$ cat src/cpf_defines.svh
// Register offsets, flag positions and reset values of the flag datapath
`ifndef CPF_DEFINES_SVH
`define CPF_DEFINES_SVH

`define CPF_REG_FLAGS  4'h0
`define CPF_REG_IP_LO  4'h1
`define CPF_REG_IP_HI  4'h2
`define CPF_REG_STATUS 4'h3

`define CPF_BIT_V 7
`define CPF_BIT_H 4
`define CPF_BIT_I 3
`define CPF_BIT_N 2
`define CPF_BIT_Z 1
`define CPF_BIT_C 0

`define CPF_FLAGS_ONES 8'h60
`define CPF_FLAGS_RST  8'h68
`define CPF_IP_RST     16'h0000
`define CPF_VECT_HI    16'hfffe
`define CPF_VECT_LO    16'hffff

`endif

$ cat src/cpf_pkg.sv
// Types of the instruction pointer, flag and addressing datapath
package cpf_pkg;

  typedef enum logic [3:0] {
    CMD_NONE   = 4'h0,
    CMD_FETCH  = 4'h1,
    CMD_NOMEM  = 4'h2,
    CMD_BRANCH = 4'h3,
    CMD_LIT8   = 4'h4,
    CMD_LIT16  = 4'h5,
    CMD_JUMP   = 4'h6,
    CMD_MOVE   = 4'h7,
    CMD_TESTBR = 4'h8,
    CMD_VECTOR = 4'h9
  } cpf_cmd_type;

  typedef enum logic [3:0] {
    ALU_ADD  = 4'h0,
    ALU_ADC  = 4'h1,
    ALU_SUB  = 4'h2,
    ALU_SBC  = 4'h3,
    ALU_BCD  = 4'h4,
    ALU_LD8  = 4'h5,
    ALU_LD16 = 4'h6,
    ALU_SHL  = 4'h7,
    ALU_SHR  = 4'h8,
    ALU_CLRI = 4'h9,
    ALU_SEI  = 4'ha,
    ALU_TAP  = 4'hb
  } cpf_alu_type;

  typedef enum logic [3:0] {
    COND_ALWAYS = 4'h0,
    COND_NEVER  = 4'h1,
    COND_EQ     = 4'h2,
    COND_NE     = 4'h3,
    COND_CS     = 4'h4,
    COND_CC     = 4'h5,
    COND_MI     = 4'h6,
    COND_PL     = 4'h7,
    COND_GE     = 4'h8,
    COND_LT     = 4'h9,
    COND_GT     = 4'ha,
    COND_LE     = 4'hb
  } cpf_cond_type;

  typedef enum logic [3:0] {
    ST_ISSUE = 4'h1,
    ST_WAIT  = 4'h2,
    ST_CAPT  = 4'h4,
    ST_IDLE  = 4'h8
  } cpf_state_type;

endpackage : cpf_pkg

$ cat src/cpf_core.sv
// Instruction pointer, condition flags and operand addressing datapath
//
// Functional notes
// [RQ1] Keep 16-bit instruction pointer of next fetch
// [RQ2] Pointer advances by one per fetched byte
// [RQ3] Change-of-flow loads a non-sequential target
// [RQ4] Reset loads pointer from top vector pair
// [RQ5] Vector high byte from lower address
// [RQ6] Flags eight bits, bits six, five read one
// [RQ7] Bit seven is overflow; signed branches test it
// [RQ8] Bit four is half-carry from add
// [RQ9] Decimal adjust corrects using half-carry, carry
// [RQ10] Bit three masks maskable interrupts when set
// [RQ11] Mask set after stacking, before service code
// [RQ12] No interrupt right after mask is cleared
// [RQ13] Bit two follows result most significant bit
// [RQ14] Bit one set on all-zero result
// [RQ15] Bit zero is carry, borrow, shift, bit-test
// [RQ16] One linear 16-bit space for all accesses
// [RQ17] Move reads source, writes separate destination
// [RQ18] Test-branch fetches operand, then relative offset
// [RQ19] Register-only commands make no memory access
// [RQ20] Branch offset sign-extended, added when taken
// [RQ21] Inline operand follows opcode, high byte first
//
// The strobed register port and the placing of the registers were left to the implementer.
`timescale 1ns/100ps
`include "cpf_defines.svh"

module cpf_core (
  input  wire logic                 ref_clk,
  input  wire logic                 rst_n,
  input  wire logic [3:0]           regAddr,
  input  wire logic [7:0]           regWdata,
  input  wire logic                 regWrite,
  input  wire logic                 regRead,
  output logic      [7:0]           regRdata,
  input  wire logic                 cmdValid,
  input  wire cpf_pkg::cpf_cmd_type cmdOp,
  input  wire cpf_pkg::cpf_cond_type cmdCond,
  input  wire logic [15:0]          cmdAddr,
  input  wire logic [15:0]          cmdDest,
  input  wire logic [2:0]           cmdBitSel,
  input  wire logic                 cmdBitPol,
  output logic                      cmdReady,
  output logic                      cmdDone,
  output logic      [15:0]          operand,
  input  wire logic                 aluStrobe,
  input  wire cpf_pkg::cpf_alu_type aluOp,
  input  wire logic [7:0]           aluA,
  input  wire logic [7:0]           aluB,
  output logic      [7:0]           aluResult,
  input  wire logic                 irqReq,
  input  wire logic                 stackDone,
  output logic                      irqTake,
  output logic      [15:0]          memAddr,
  output logic                      memRead,
  output logic                      memWrite,
  output logic      [7:0]           memWdata,
  input  wire logic [7:0]           memRdata,
  output logic      [15:0]          instructionPointer,
  output logic      [7:0]           conditionFlags
);

  cpf_pkg::cpf_state_type state, next_state;
  cpf_pkg::cpf_cmd_type   job, next_job;
  cpf_pkg::cpf_cond_type  cond, next_cond;
  logic [15:0] next_instructionPointer, next_operand, next_memAddr;
  logic [15:0] srcAddr, next_srcAddr, dstAddr, next_dstAddr;
  logic [15:0] branchTarget;
  logic [2:0]  bitSel, next_bitSel;
  logic        bitPol, next_bitPol, phase, next_phase;
  logic        testOk, next_testOk, next_memRead, next_memWrite;
  logic        next_cmdDone, condOk, testUpdate, testBit, fetchStart;
  logic [7:0]  hold, next_hold, next_memWdata;

  logic [7:0]  next_conditionFlags, next_aluResult, next_regRdata;
  logic [7:0]  corr, res;
  logic        irqInhibit, next_irqInhibit, cin, resFlags;
  logic [8:0]  sum, diff;
  logic [4:0]  lowSum;

  // Branch condition against the live flags
  always_comb begin
    case (cond)
      cpf_pkg::COND_ALWAYS: condOk = 1'b1;
      cpf_pkg::COND_NEVER:  condOk = 1'b0;
      cpf_pkg::COND_EQ:     condOk = conditionFlags[`CPF_BIT_Z];
      cpf_pkg::COND_NE:     condOk = !conditionFlags[`CPF_BIT_Z];
      cpf_pkg::COND_CS:     condOk = conditionFlags[`CPF_BIT_C];
      cpf_pkg::COND_CC:     condOk = !conditionFlags[`CPF_BIT_C];
      cpf_pkg::COND_MI:     condOk = conditionFlags[`CPF_BIT_N];
      cpf_pkg::COND_PL:     condOk = !conditionFlags[`CPF_BIT_N];
      cpf_pkg::COND_GE:     condOk = !(conditionFlags[`CPF_BIT_N] ^
                                       conditionFlags[`CPF_BIT_V]); // RQ7
      cpf_pkg::COND_LT:     condOk = conditionFlags[`CPF_BIT_N] ^
                                     conditionFlags[`CPF_BIT_V]; // RQ7
      cpf_pkg::COND_GT:     condOk = !(conditionFlags[`CPF_BIT_Z] |
                                       (conditionFlags[`CPF_BIT_N] ^
                                        conditionFlags[`CPF_BIT_V])); // RQ7
      cpf_pkg::COND_LE:     condOk = conditionFlags[`CPF_BIT_Z] |
                                     (conditionFlags[`CPF_BIT_N] ^
                                      conditionFlags[`CPF_BIT_V]); // RQ7
      default:              condOk = 1'b0;
    endcase
  end

  // Offset is taken from the byte being captured; pointer already past it
  assign branchTarget = instructionPointer +
                        {{8{memRdata[7]}}, memRdata}; // RQ20
  assign testBit      = memRdata[bitSel];
  assign cmdReady     = (state == cpf_pkg::ST_IDLE);
  assign fetchStart   = cmdReady && cmdValid &&
                        (cmdOp == cpf_pkg::CMD_FETCH);

  // Sequencer: every memory read is ISSUE, WAIT, CAPT; a move's write is issued from CAPT
  always_comb begin
    next_state              = state;
    next_job                = job;
    next_cond               = cond;
    next_instructionPointer = instructionPointer;
    next_srcAddr            = srcAddr;
    next_dstAddr            = dstAddr;
    next_bitSel             = bitSel;
    next_bitPol             = bitPol;
    next_phase              = phase;
    next_testOk             = testOk;
    next_hold               = hold;
    next_operand            = operand;
    next_memAddr            = memAddr;
    next_memRead            = 1'b0;
    next_memWrite           = 1'b0;
    next_memWdata           = memWdata;
    next_cmdDone            = 1'b0;
    testUpdate              = 1'b0;
    case (state)
      cpf_pkg::ST_IDLE: begin
        if (cmdValid) begin
          next_job     = cmdOp;
          next_cond    = cmdCond;
          next_srcAddr = cmdAddr;
          next_dstAddr = cmdDest;
          next_bitSel  = cmdBitSel;
          next_bitPol  = cmdBitPol;
          next_phase   = 1'b0;
          case (cmdOp)
            cpf_pkg::CMD_FETCH, cpf_pkg::CMD_BRANCH, cpf_pkg::CMD_LIT8,
            cpf_pkg::CMD_LIT16, cpf_pkg::CMD_MOVE,
            cpf_pkg::CMD_TESTBR: next_state = cpf_pkg::ST_ISSUE;
            cpf_pkg::CMD_JUMP: begin
              next_instructionPointer = cmdAddr; // RQ3
              next_cmdDone            = 1'b1;
            end
            cpf_pkg::CMD_NOMEM: next_cmdDone = 1'b1; // RQ19
            default: next_cmdDone = 1'b0;
          endcase
        end
      end
      cpf_pkg::ST_ISSUE: begin
        next_memRead = 1'b1; // RQ16
        next_state   = cpf_pkg::ST_WAIT;
        if (job == cpf_pkg::CMD_VECTOR) begin
          next_memAddr = phase ? `CPF_VECT_LO : `CPF_VECT_HI; // RQ4
        end else if (!phase && (job == cpf_pkg::CMD_MOVE ||
                                job == cpf_pkg::CMD_TESTBR)) begin
          next_memAddr = srcAddr; // RQ17 RQ18
        end else begin
          next_memAddr            = instructionPointer;
          next_instructionPointer = instructionPointer + 16'h0001; // RQ2
        end
      end
      cpf_pkg::ST_WAIT: next_state = cpf_pkg::ST_CAPT;
      cpf_pkg::ST_CAPT: begin
        next_hold    = memRdata;
        next_phase   = 1'b1;
        next_state   = cpf_pkg::ST_IDLE;
        next_cmdDone = 1'b1;
        case (job)
          cpf_pkg::CMD_VECTOR: begin
            next_cmdDone = 1'b0;
            if (!phase) begin
              next_state = cpf_pkg::ST_ISSUE;
            end else begin
              next_instructionPointer = {hold, memRdata}; // RQ4 RQ5
            end
          end
          cpf_pkg::CMD_FETCH, cpf_pkg::CMD_LIT8:
            next_operand = {8'h00, memRdata};
          cpf_pkg::CMD_LIT16: begin
            if (!phase) begin
              next_state   = cpf_pkg::ST_ISSUE;
              next_cmdDone = 1'b0;
            end else begin
              next_operand = {hold, memRdata}; // RQ21
            end
          end
          cpf_pkg::CMD_BRANCH: begin
            if (condOk) begin
              next_instructionPointer = branchTarget; // RQ3 RQ20
            end
          end
          cpf_pkg::CMD_MOVE: begin
            next_memAddr  = dstAddr; // RQ17
            next_memWrite = 1'b1;
            next_memWdata = memRdata;
          end
          cpf_pkg::CMD_TESTBR: begin
            if (!phase) begin
              testUpdate   = 1'b1; // RQ15
              next_testOk  = (testBit == bitPol); // RQ18
              next_operand = {8'h00, memRdata};
              next_state   = cpf_pkg::ST_ISSUE;
              next_cmdDone = 1'b0;
            end else if (testOk) begin
              next_instructionPointer = branchTarget; // RQ18 RQ20
            end
          end
          default: next_cmdDone = 1'b1;
        endcase
      end
      default: next_state = cpf_pkg::ST_IDLE;
    endcase
  end

  always_ff @(posedge ref_clk) begin
    if (!rst_n) begin
      state              <= cpf_pkg::ST_ISSUE;
      job                <= cpf_pkg::CMD_VECTOR;
      cond               <= cpf_pkg::COND_ALWAYS;
      instructionPointer <= `CPF_IP_RST;
      srcAddr            <= 16'h0000;
      dstAddr            <= 16'h0000;
      bitSel             <= 3'h0;
      bitPol             <= 1'b0;
      phase              <= 1'b0;
      testOk             <= 1'b0;
      hold               <= 8'h00;
      operand            <= 16'h0000;
      memAddr            <= 16'h0000;
      memRead            <= 1'b0;
      memWrite           <= 1'b0;
      memWdata           <= 8'h00;
      cmdDone            <= 1'b0;
    end else begin
      state              <= next_state;
      job                <= next_job;
      cond               <= next_cond;
      instructionPointer <= next_instructionPointer; // RQ1
      srcAddr            <= next_srcAddr;
      dstAddr            <= next_dstAddr;
      bitSel             <= next_bitSel;
      bitPol             <= next_bitPol;
      phase              <= next_phase;
      testOk             <= next_testOk;
      hold               <= next_hold;
      operand            <= next_operand;
      memAddr            <= next_memAddr;
      memRead            <= next_memRead;
      memWrite           <= next_memWrite;
      memWdata           <= next_memWdata;
      cmdDone            <= next_cmdDone;
    end
  end

  // Flag update: ALU, bit test, software write, then stacking mask set
  always_comb begin
    next_conditionFlags = conditionFlags;
    next_aluResult      = aluResult;
    cin = ((aluOp == cpf_pkg::ALU_ADC) || (aluOp == cpf_pkg::ALU_SBC)) ?
          conditionFlags[`CPF_BIT_C] : 1'b0;
    sum    = {1'b0, aluA} + {1'b0, aluB} + {8'h00, cin};
    lowSum = {1'b0, aluA[3:0]} + {1'b0, aluB[3:0]} + {4'h0, cin};
    diff   = {1'b0, aluA} - {1'b0, aluB} - {8'h00, cin};
    corr   = 8'h00;
    if (conditionFlags[`CPF_BIT_H] || (aluA[3:0] > 4'h9)) begin
      corr[3:0] = 4'h6; // RQ9
    end
    if (conditionFlags[`CPF_BIT_C] || (aluA > 8'h99)) begin
      corr[7:4] = 4'h6; // RQ9
    end
    res      = aluA;
    resFlags = 1'b1;
    if (aluStrobe) begin
      case (aluOp)
        cpf_pkg::ALU_ADD, cpf_pkg::ALU_ADC: begin
          res = sum[7:0];
          next_conditionFlags[`CPF_BIT_C] = sum[8]; // RQ15
          next_conditionFlags[`CPF_BIT_H] = lowSum[4]; // RQ8
          next_conditionFlags[`CPF_BIT_V] = (aluA[7] == aluB[7]) &&
                                            (res[7] != aluA[7]); // RQ7
        end
        cpf_pkg::ALU_SUB, cpf_pkg::ALU_SBC: begin
          res = diff[7:0];
          next_conditionFlags[`CPF_BIT_C] = diff[8]; // RQ15
          next_conditionFlags[`CPF_BIT_V] = (aluA[7] != aluB[7]) &&
                                            (res[7] != aluA[7]); // RQ7
        end
        cpf_pkg::ALU_BCD: begin
          res = aluA + corr; // RQ9
          next_conditionFlags[`CPF_BIT_C] = (corr[7:4] != 4'h0);
        end
        cpf_pkg::ALU_LD8: begin
          res = aluB;
          next_conditionFlags[`CPF_BIT_V] = 1'b0;
        end
        cpf_pkg::ALU_LD16: begin
          res      = aluB;
          resFlags = 1'b0;
          next_conditionFlags[`CPF_BIT_V] = 1'b0;
          next_conditionFlags[`CPF_BIT_N] = aluA[7]; // RQ13
          next_conditionFlags[`CPF_BIT_Z] = ({aluA, aluB} == 16'h0000); // RQ14
        end
        cpf_pkg::ALU_SHL: begin
          res = {aluA[6:0], 1'b0};
          next_conditionFlags[`CPF_BIT_C] = aluA[7]; // RQ15
          next_conditionFlags[`CPF_BIT_V] = aluA[6] ^ aluA[7];
        end
        cpf_pkg::ALU_SHR: begin
          res = {1'b0, aluA[7:1]};
          next_conditionFlags[`CPF_BIT_C] = aluA[0]; // RQ15
          next_conditionFlags[`CPF_BIT_V] = aluA[0];
        end
        cpf_pkg::ALU_CLRI: begin
          resFlags = 1'b0;
          next_conditionFlags[`CPF_BIT_I] = 1'b0; // RQ10
        end
        cpf_pkg::ALU_SEI: begin
          resFlags = 1'b0;
          next_conditionFlags[`CPF_BIT_I] = 1'b1; // RQ10
        end
        cpf_pkg::ALU_TAP: begin
          resFlags            = 1'b0;
          next_conditionFlags = aluA;
        end
        default: resFlags = 1'b0;
      endcase
      if (resFlags) begin
        next_conditionFlags[`CPF_BIT_N] = res[7]; // RQ13
        next_conditionFlags[`CPF_BIT_Z] = (res == 8'h00); // RQ14
      end
      next_aluResult = res;
    end
    if (testUpdate) begin
      next_conditionFlags[`CPF_BIT_C] = testBit; // RQ15
    end
    if (regWrite && (regAddr == `CPF_REG_FLAGS)) begin
      next_conditionFlags = regWdata;
    end
    // Stacking done wins over any clear in the same cycle
    if (stackDone) begin
      next_conditionFlags[`CPF_BIT_I] = 1'b1; // RQ11
    end
    next_conditionFlags = next_conditionFlags | `CPF_FLAGS_ONES; // RQ6
    // A clear of the mask blocks interrupts until the next fetch command is accepted
    if (conditionFlags[`CPF_BIT_I] && !next_conditionFlags[`CPF_BIT_I]) begin
      next_irqInhibit = 1'b1; // RQ12
    end else if (fetchStart) begin
      next_irqInhibit = 1'b0;
    end else begin
      next_irqInhibit = irqInhibit;
    end
  end

  // Interrupts are only offered while the sequencer is idle between commands
  assign irqTake = cmdReady && irqReq && !conditionFlags[`CPF_BIT_I] &&
                   !irqInhibit; // RQ10 RQ12

  always_comb begin
    next_regRdata = 8'h00;
    if (regRead) begin
      case (regAddr)
        `CPF_REG_FLAGS:  next_regRdata = conditionFlags;
        `CPF_REG_IP_LO:  next_regRdata = instructionPointer[7:0];
        `CPF_REG_IP_HI:  next_regRdata = instructionPointer[15:8];
        `CPF_REG_STATUS: next_regRdata = {6'h00, irqInhibit, !cmdReady};
        default:         next_regRdata = 8'h00;
      endcase
    end
  end

  always_ff @(posedge ref_clk) begin
    if (!rst_n) begin
      conditionFlags <= `CPF_FLAGS_RST;
      aluResult      <= 8'h00;
      irqInhibit     <= 1'b0;
      regRdata       <= 8'h00;
    end else begin
      conditionFlags <= next_conditionFlags;
      aluResult      <= next_aluResult;
      irqInhibit     <= next_irqInhibit;
      regRdata       <= next_regRdata;
    end
  end

endmodule : cpf_core

$ cat config.mk
export PLATFORM = sky130hd
export DESIGN_NAME = cpf_core
export DESIGN_NICKNAME = d
export VERILOG_FILES = /design/src/cpf_pkg.sv /design/src/cpf_core.sv
export VERILOG_INCLUDE_DIRS = /design/src
export SDC_FILE = /design/constraint.sdc
export NUM_CORES = 1
export LEC_CHECK = 0
export BUFFER_PORTS_ARGS = -buffer_cell sky130_fd_sc_hd__buf_2
export CORE_UTILIZATION = 25
export DETAILED_ROUTE_END_ITERATION = 6
export PLACE_DENSITY = 0.43
export SETUP_SLACK_MARGIN = 0.05
export SYNTH_ARGS = -nofsm -noshare
export SYNTH_HDL_FRONTEND = slang
export SYNTH_SLANG_ARGS = --single-unit
$ cat constraint.sdc
create_clock -name ref_clk -period 4.25 [get_ports ref_clk]
set_input_delay 0.2125 -clock ref_clk [delete_from_list [all_inputs] [get_ports ref_clk]]
set_output_delay 0.2125 -clock ref_clk [all_outputs]
set_load 0.02 [all_outputs]
Yosys cells after proc, flatten, opt, wreduce, memory -nomap -nowiden
Index checks and enable logic that the tools add are counted.

word-level totals
  RAM bits = 0
  memories = 0
  latch bits = 0
  flip-flop bits (word level) = 142
  input port bits = 92
  word-level logic and storage cells = 226
  output and inout bits = 85
  memory bits (read-only) = 0

cells by class
  shifts and indexed selects = 0
  multiply operators = 0
  add/sub/neg operators = 9
  equal/unequal tests = 61
  bitwise logic cells = 4
  multiplexer cells = 58
  divide/modulo/power cells = 0
  order comparisons = 3
  reduce and logical (&&, ||, !) cells = 65

operators with widths
  operator                                              number
  2-to-1 mux 16 bit                                     12
  one-hot mux 16 bit (3 select lines)                   3
  equality test 4 x 3 -> 1 bit (second input constant)  16
  equality test 4 bit (second input constant)           12
  one-hot mux 8 bit (6 select lines)                    1
  equality test 4 x 2 -> 1 bit (second input constant)  10
  one-hot mux 16 bit (2 select lines)                   1
  one-hot mux 8 bit (4 select lines)                    1
  2-to-1 mux 8 bit                                      3
  AND reduction 2 bit                                   11
  equality test 4 x 1 -> 1 bit (second input constant)  5
  2-to-1 mux 1 bit                                      18
  adder 16 x 1 -> 16 bit (second input constant)        1
  adder 16 bit                                          1
  zero test 16 bit                                      1
  2-to-1 mux 4 bit                                      4
  one-hot mux 4 bit (4 select lines)                    1
  nonzero test 7 bit                                    2
  OR reduction 2 bit                                    7
  zero test 4 bit                                       3
  inequality test 2 bit (second input constant)         6
  inequality test 3 bit (second input constant)         4
  nonzero test 3 bit                                    4
  one-hot mux 1 bit (11 select lines)                   1
  37 further kinds                                      72

Depth between registers and ports, before layout
  depth in word-level cells = 15
  mapped depth = 16
  gate-level depth less buffers = 14

Worst setup path after synthesis
No wires, ideal clock.

  path type = input to register
  start point = input port aluOp[0]
  end point = register conditionFlags[0]
  setup time = 0.092 ns
  stages on the path = 14
  setup slack = 1.054 ns
  buffers on the path = 3
  data arrival time = 3.104 ns
  required time = 4.158 ns
  cell sequence = clkbuf_1 buf_2 buf_1 nand3_1 fa_1 fa_1 nand2b_1 a21oi_1 o21ai_1 a21o_1 a21oi_1 xor2_1 a21oi_1 o32ai_1

on the way
  cells in the longest elaborated chain, start to end = 8
  elaborated cells on any way between the ends = 21
  those cells by class = add/sub (2); eq/ne (7); mux (5); reduce/logical (7)

ends and longest elaborated chain
  item                                                                          line                              RTL
  start: declaration                                                            cpf_core.sv:49                    input wire cpf_pkg::cpf_alu_type aluOp,
  equality test 4 x 1 -> 1 bit or equality test 4 x 2 -> 1 bit (tied branches)  cpf_core.sv:269, cpf_core.sv:284
  logical OR 1 bit                                                              cpf_core.sv:269                   cin = ((aluOp == cpf_pkg::ALU_ADC) || (aluOp == cpf_pkg::ALU_SBC)) ?
  2-to-1 mux 1 bit                                                              cpf_core.sv:269
  subtractor 9 x 1 -> 9 bit or adder 9 x 1 -> 9 bit (tied branches)             cpf_core.sv:273, cpf_core.sv:271
  one-hot mux 1 bit (5 select lines)                                            cpf_core.sv:284                   case (aluOp)
  2-to-1 mux 8 bit                                                              cpf_core.sv:283                   if (aluStrobe) begin
  2-to-1 mux 1 bit                                                              cpf_core.sv:343                   if (testUpdate) begin
  2-to-1 mux 8 bit                                                              cpf_core.sv:346                   if (regWrite && (regAddr == `CPF_REG_FLAGS)) begin
  end signal: assignment                                                        cpf_core.sv:383                   conditionFlags <= `CPF_FLAGS_RST;
  end signal: assignment                                                        cpf_core.sv:388                   conditionFlags <= next_conditionFlags;
  end: declaration                                                              cpf_core.sv:62                    output logic [7:0] conditionFlags

Several ways; a longest one is shown, not always the timed one. The select of a mux whose other input is x is not followed.
A chain may end at the register's enable or synchronous reset.

Worst setup path after layout
  start point = register conditionFlags[0]
  end point = register conditionFlags[7]

on the way
  cells in the longest elaborated chain, start to end = 7
  elaborated cells on any way between the ends = 10
  those cells by class = add/sub (2); eq/ne (2); mux (4); reduce/logical (2)

ends and longest elaborated chain
  item                                                               line
  2-to-1 mux 1 bit *                                                 cpf_core.sv:269
  subtractor 9 x 1 -> 9 bit or adder 9 x 1 -> 9 bit (tied branches)  cpf_core.sv:273, cpf_core.sv:271
  inequality test 1 bit, on equally long branches                    cpf_core.sv:296, cpf_core.sv:290
  logical AND 1 bit, on equally long branches                        cpf_core.sv:295, cpf_core.sv:289
  one-hot mux 1 bit (6 select lines) *                               cpf_core.sv:284
  2-to-1 mux 8 bit *                                                 cpf_core.sv:283
  2-to-1 mux 8 bit *                                                 cpf_core.sv:346

Mark *: on every way between the ends. The rest lies on a longest branch, timed or not. The select of a mux whose other input is x is not followed.

==> out/summary.txt <==
Status -> finished, final reports clean
Clock group share of total power -> 41.4%
Commonest non-fill, non-tap cell in the layout -> nand2_1
Worst VDD drop -> 0.2416 mV
Sequential area share after synthesis -> 31.07%
Clock latency on the worst-skew pair -> 430 ps
Root Driver -> clkbuf_16
Arr. time, crit path -> 3630 ps
Yosys warning total -> 0
Setup-failing EPs final -> 0
Net Sw Frac -> 31.75%
CTS tree -> done
Worst slew margin -> 22.00%
Initial cell density of the core -> 25.36%
Vias -> 9254
Max-Cap Viols -> 0
# DRC -> 0
Post-synth cell types -> 78
Top delay family on crit path -> compound AO/OA/AOI/OAI gates
Critical Path Slowest Stage Cell -> fa_1
Max incr delay on CP -> 500 ps
Via density per instance -> 5.164
Area growth from synthesis to layout -> 20.93%
Internal power -> 2.688 mW
FF+latch count, synth -> 140
Die Ht -> 192.0 µm
PwrDens -> 361.1 nW/µm²
Clock sink count -> 140
Top cells by area, synth -> dfxtp_1, nand2_1, a21oi_1, ha_1, nor2_1
Critical path class -> flop to flop
Largest net degree at the start of global routing -> 77
Most frequent cells in the layout -> nand2_1, buf_2, a21oi_1
WP data required -> 4610 ps
Area after DPL -> 10260 µm²
GRT Total Usage -> 19.44%
Vias in the first global route -> 8590
Mapped Area -> 9021 µm²
Slew Limit Fails -> 0
GP Congestion -> 0.8648
Die W -> 192.0 µm
Cell chain of the critical path -> nand3_1 > inv_1 > fa_1 > inv_1 > ha_1 > o21ai_0 > a31oi_1 > o211a_1 > a211oi_1 > xnor2_1 > o32ai_1 > a22oi_1 > a21oi_1
Setup TNS Final -> 0 ps
H-Tree Depth -> 4
Top cell type's share of synthesized area -> 31.07%
Antenna violations before repair -> 2
Average routed wire per standard cell -> 19.85 µm
Final Instance Area -> 10910 µm²
Post-DP HPWL -> 26150 µm
Clock Skews -> 14.50 ps
Initial DRT Pass Iterations -> 6
Gr ovfl total -> 0
CP bufs+invs -> 2
Final Hold Viols -> 0
Clock Tree Buf Depth -> 2
Ys flop type -> dfxtp_1
Worst min-delay path class -> primary input to flop
First-pass GRT wire length -> 53620 µm
Die area -> 36850 µm²
Avg Synthesized Cell Area -> 7.619 µm²
Share of post-route cells with drive strength above 1 -> 19.77%
Post-layout min period -> 3271 ps
CP Capture Type -> flop
Least-Margin Pin Slew -> 1166 ps
Number of synthesized flops with an enable pin -> 0
Post-CTS sizing -> 0
Nets@finish -> 1459
Switch Pwr -> 1.251 mW
Number of DRC markers in iteration 0 -> 731
Synth Instances -> 1184
Total power -> 3.939 mW
Core footprint -> 35570 µm²
Critical Path Source Type -> flop
RSZ-0062 raised after global routing -> no
Fmax -> 305.7 MHz
Combinational fraction of design power -> 22.0%
Most numerous cell on the critical path -> inv_1
Final Cycle Share -> 76.97%
CTS buffer count -> 17
Async set or reset register ratio after synthesis -> 0%
Clock transition at path regs -> 60 ps
Sequential Power Share -> 36.6%
Crit-path max FO -> 2
Antenna Nets Post-Route -> 0
Filler Cells Inserted -> 3958
Port Buffers -> 172
Hold-critical path depth -> 3
Num rows -> 69
FF-to-FF path depth -> 13
Core Util, Final -> 30.67%
Area leader, netlist -> dfxtp_1
Final WL -> 35570 µm
IO Count -> 177
Leakage Power -> 4.365 nW
WP depth -> 13
-- power groups by stage --
stage	sequential, mW	combinational [mW]	clock (mW)
6_report	1.44	0.866	1.63
5_1_grt	1.45	0.956	1.72
4_1_cts	1.44	0.866	1.68
3_5_place_dp	1.47	0.862	0
3_3_place_gp	1.47	0.860	0
2_1_floorplan	1.49	0.529	0
-- flip-flops by register name, indices dropped and copies added (netlist names), 3 cells and up --
| signal | cells |
|---|---|
| cond | 4 |
| job | 4 |
| regRdata | 8 |
| state | 4 |
| instructionPointer | 16 |
| memWdata | 8 |
| hold | 8 |
| operand | 16 |
| memAddr | 16 |
| srcAddr | 16 |
| conditionFlags | 6 |
| dstAddr | 16 |
| aluResult | 8 |
| bitSel | 3 |
-- final cells by class --
class / count / area (µm²) / area share (%)
multi-input cells: 929 / 5737 / 52.59
flip-flops and latches: 140 / 2803 / 25.69
repair buffers: 192 / 1013 / 9.290
well taps: 461 / 576.8 / 5.287
clock buffers: 17 / 425.4 / 3.900
clock inverters: 15 / 211.5 / 1.938
inverters: 37 / 140.1 / 1.285
diodes: 1 / 2.502 / 0.02294
-- per-layer routing --
metal / wire [µm] / share of wire, % / global-route usage [%]
met1: 17150 / 48 / 27.62
met2: 16090 / 45 / 30.30
met3: 1839 / 5.2 / 3.325
met4: 495 / 1.4 / 4.457
met5: 0 / 0 / 0
-- cells in the mapped netlist (all sizes together), types with 8 or more instances --
master,count
nor2b,11
nand3,38
a31oi,11
o22ai,9
mux2i,21
mux2,14
nand2b,11
o21ai,54
inv,35
xnor2,28
dfxtp,140
clkbuf,47
a211oi,25
ha,44
nand2,216
or3,9
a21oi,158
nor4,8
nor3,17
o221ai,16
o21a,8
buf,32
a221oi,11
xor2,15
nor2,97
-- worst min-delay path: stages --
cell and delay [ps]:
buf_2 100, nand2_1 50, a21oi_1 50
-- worst paths after layout --
check | startpoint | end | slack (ps)
worst min register to register | memAddr[12] | memAddr[12] | 450
worst min-delay path | cmdCond[3] | cond[3] | 10
worst max register to register | conditionFlags[0] | conditionFlags[7] | 980
worst max-delay path | conditionFlags[0] | conditionFlags[7] | 980
-- kinds of logic (layout without fill, tap and decap cells) --
family                   Yosys count  in the layout  synth area share [%]
AO/OA/AOI/OAI                    356            356                 25.15
XOR/XNOR                          43             43                 4.175
adder cells (fa/ha/maj)           50             50                 7.434
buffers and inverters            116            261                 5.451
flip-flops                       140            140                 31.07
multiplexers                      38             38                 4.827
other                              1              3               0.04157
AND/OR/NAND/NOR                  440            440                 21.86
-- stage by stage --
step / setup WS [ps] / std cells / hold slack (ps)
floorplan: 1054 / 1185 / 326.8
global route: 758.0 / 1792 / 9.138
global placement: 939.1 / 1758 / 438.9
finish: 978.8 / 1792 / 14.11
CTS: 1031 / 1791 / 1.568
detailed placement: 981.5 / 1758 / 442.3
-- what timing repair did --
action	CTS	global route
hold buffers	1	0
buffers inserted	0	0
hold endpoints to repair	1	0
setup endpoints to repair	0	0
(Power assumes the default switching activity.)
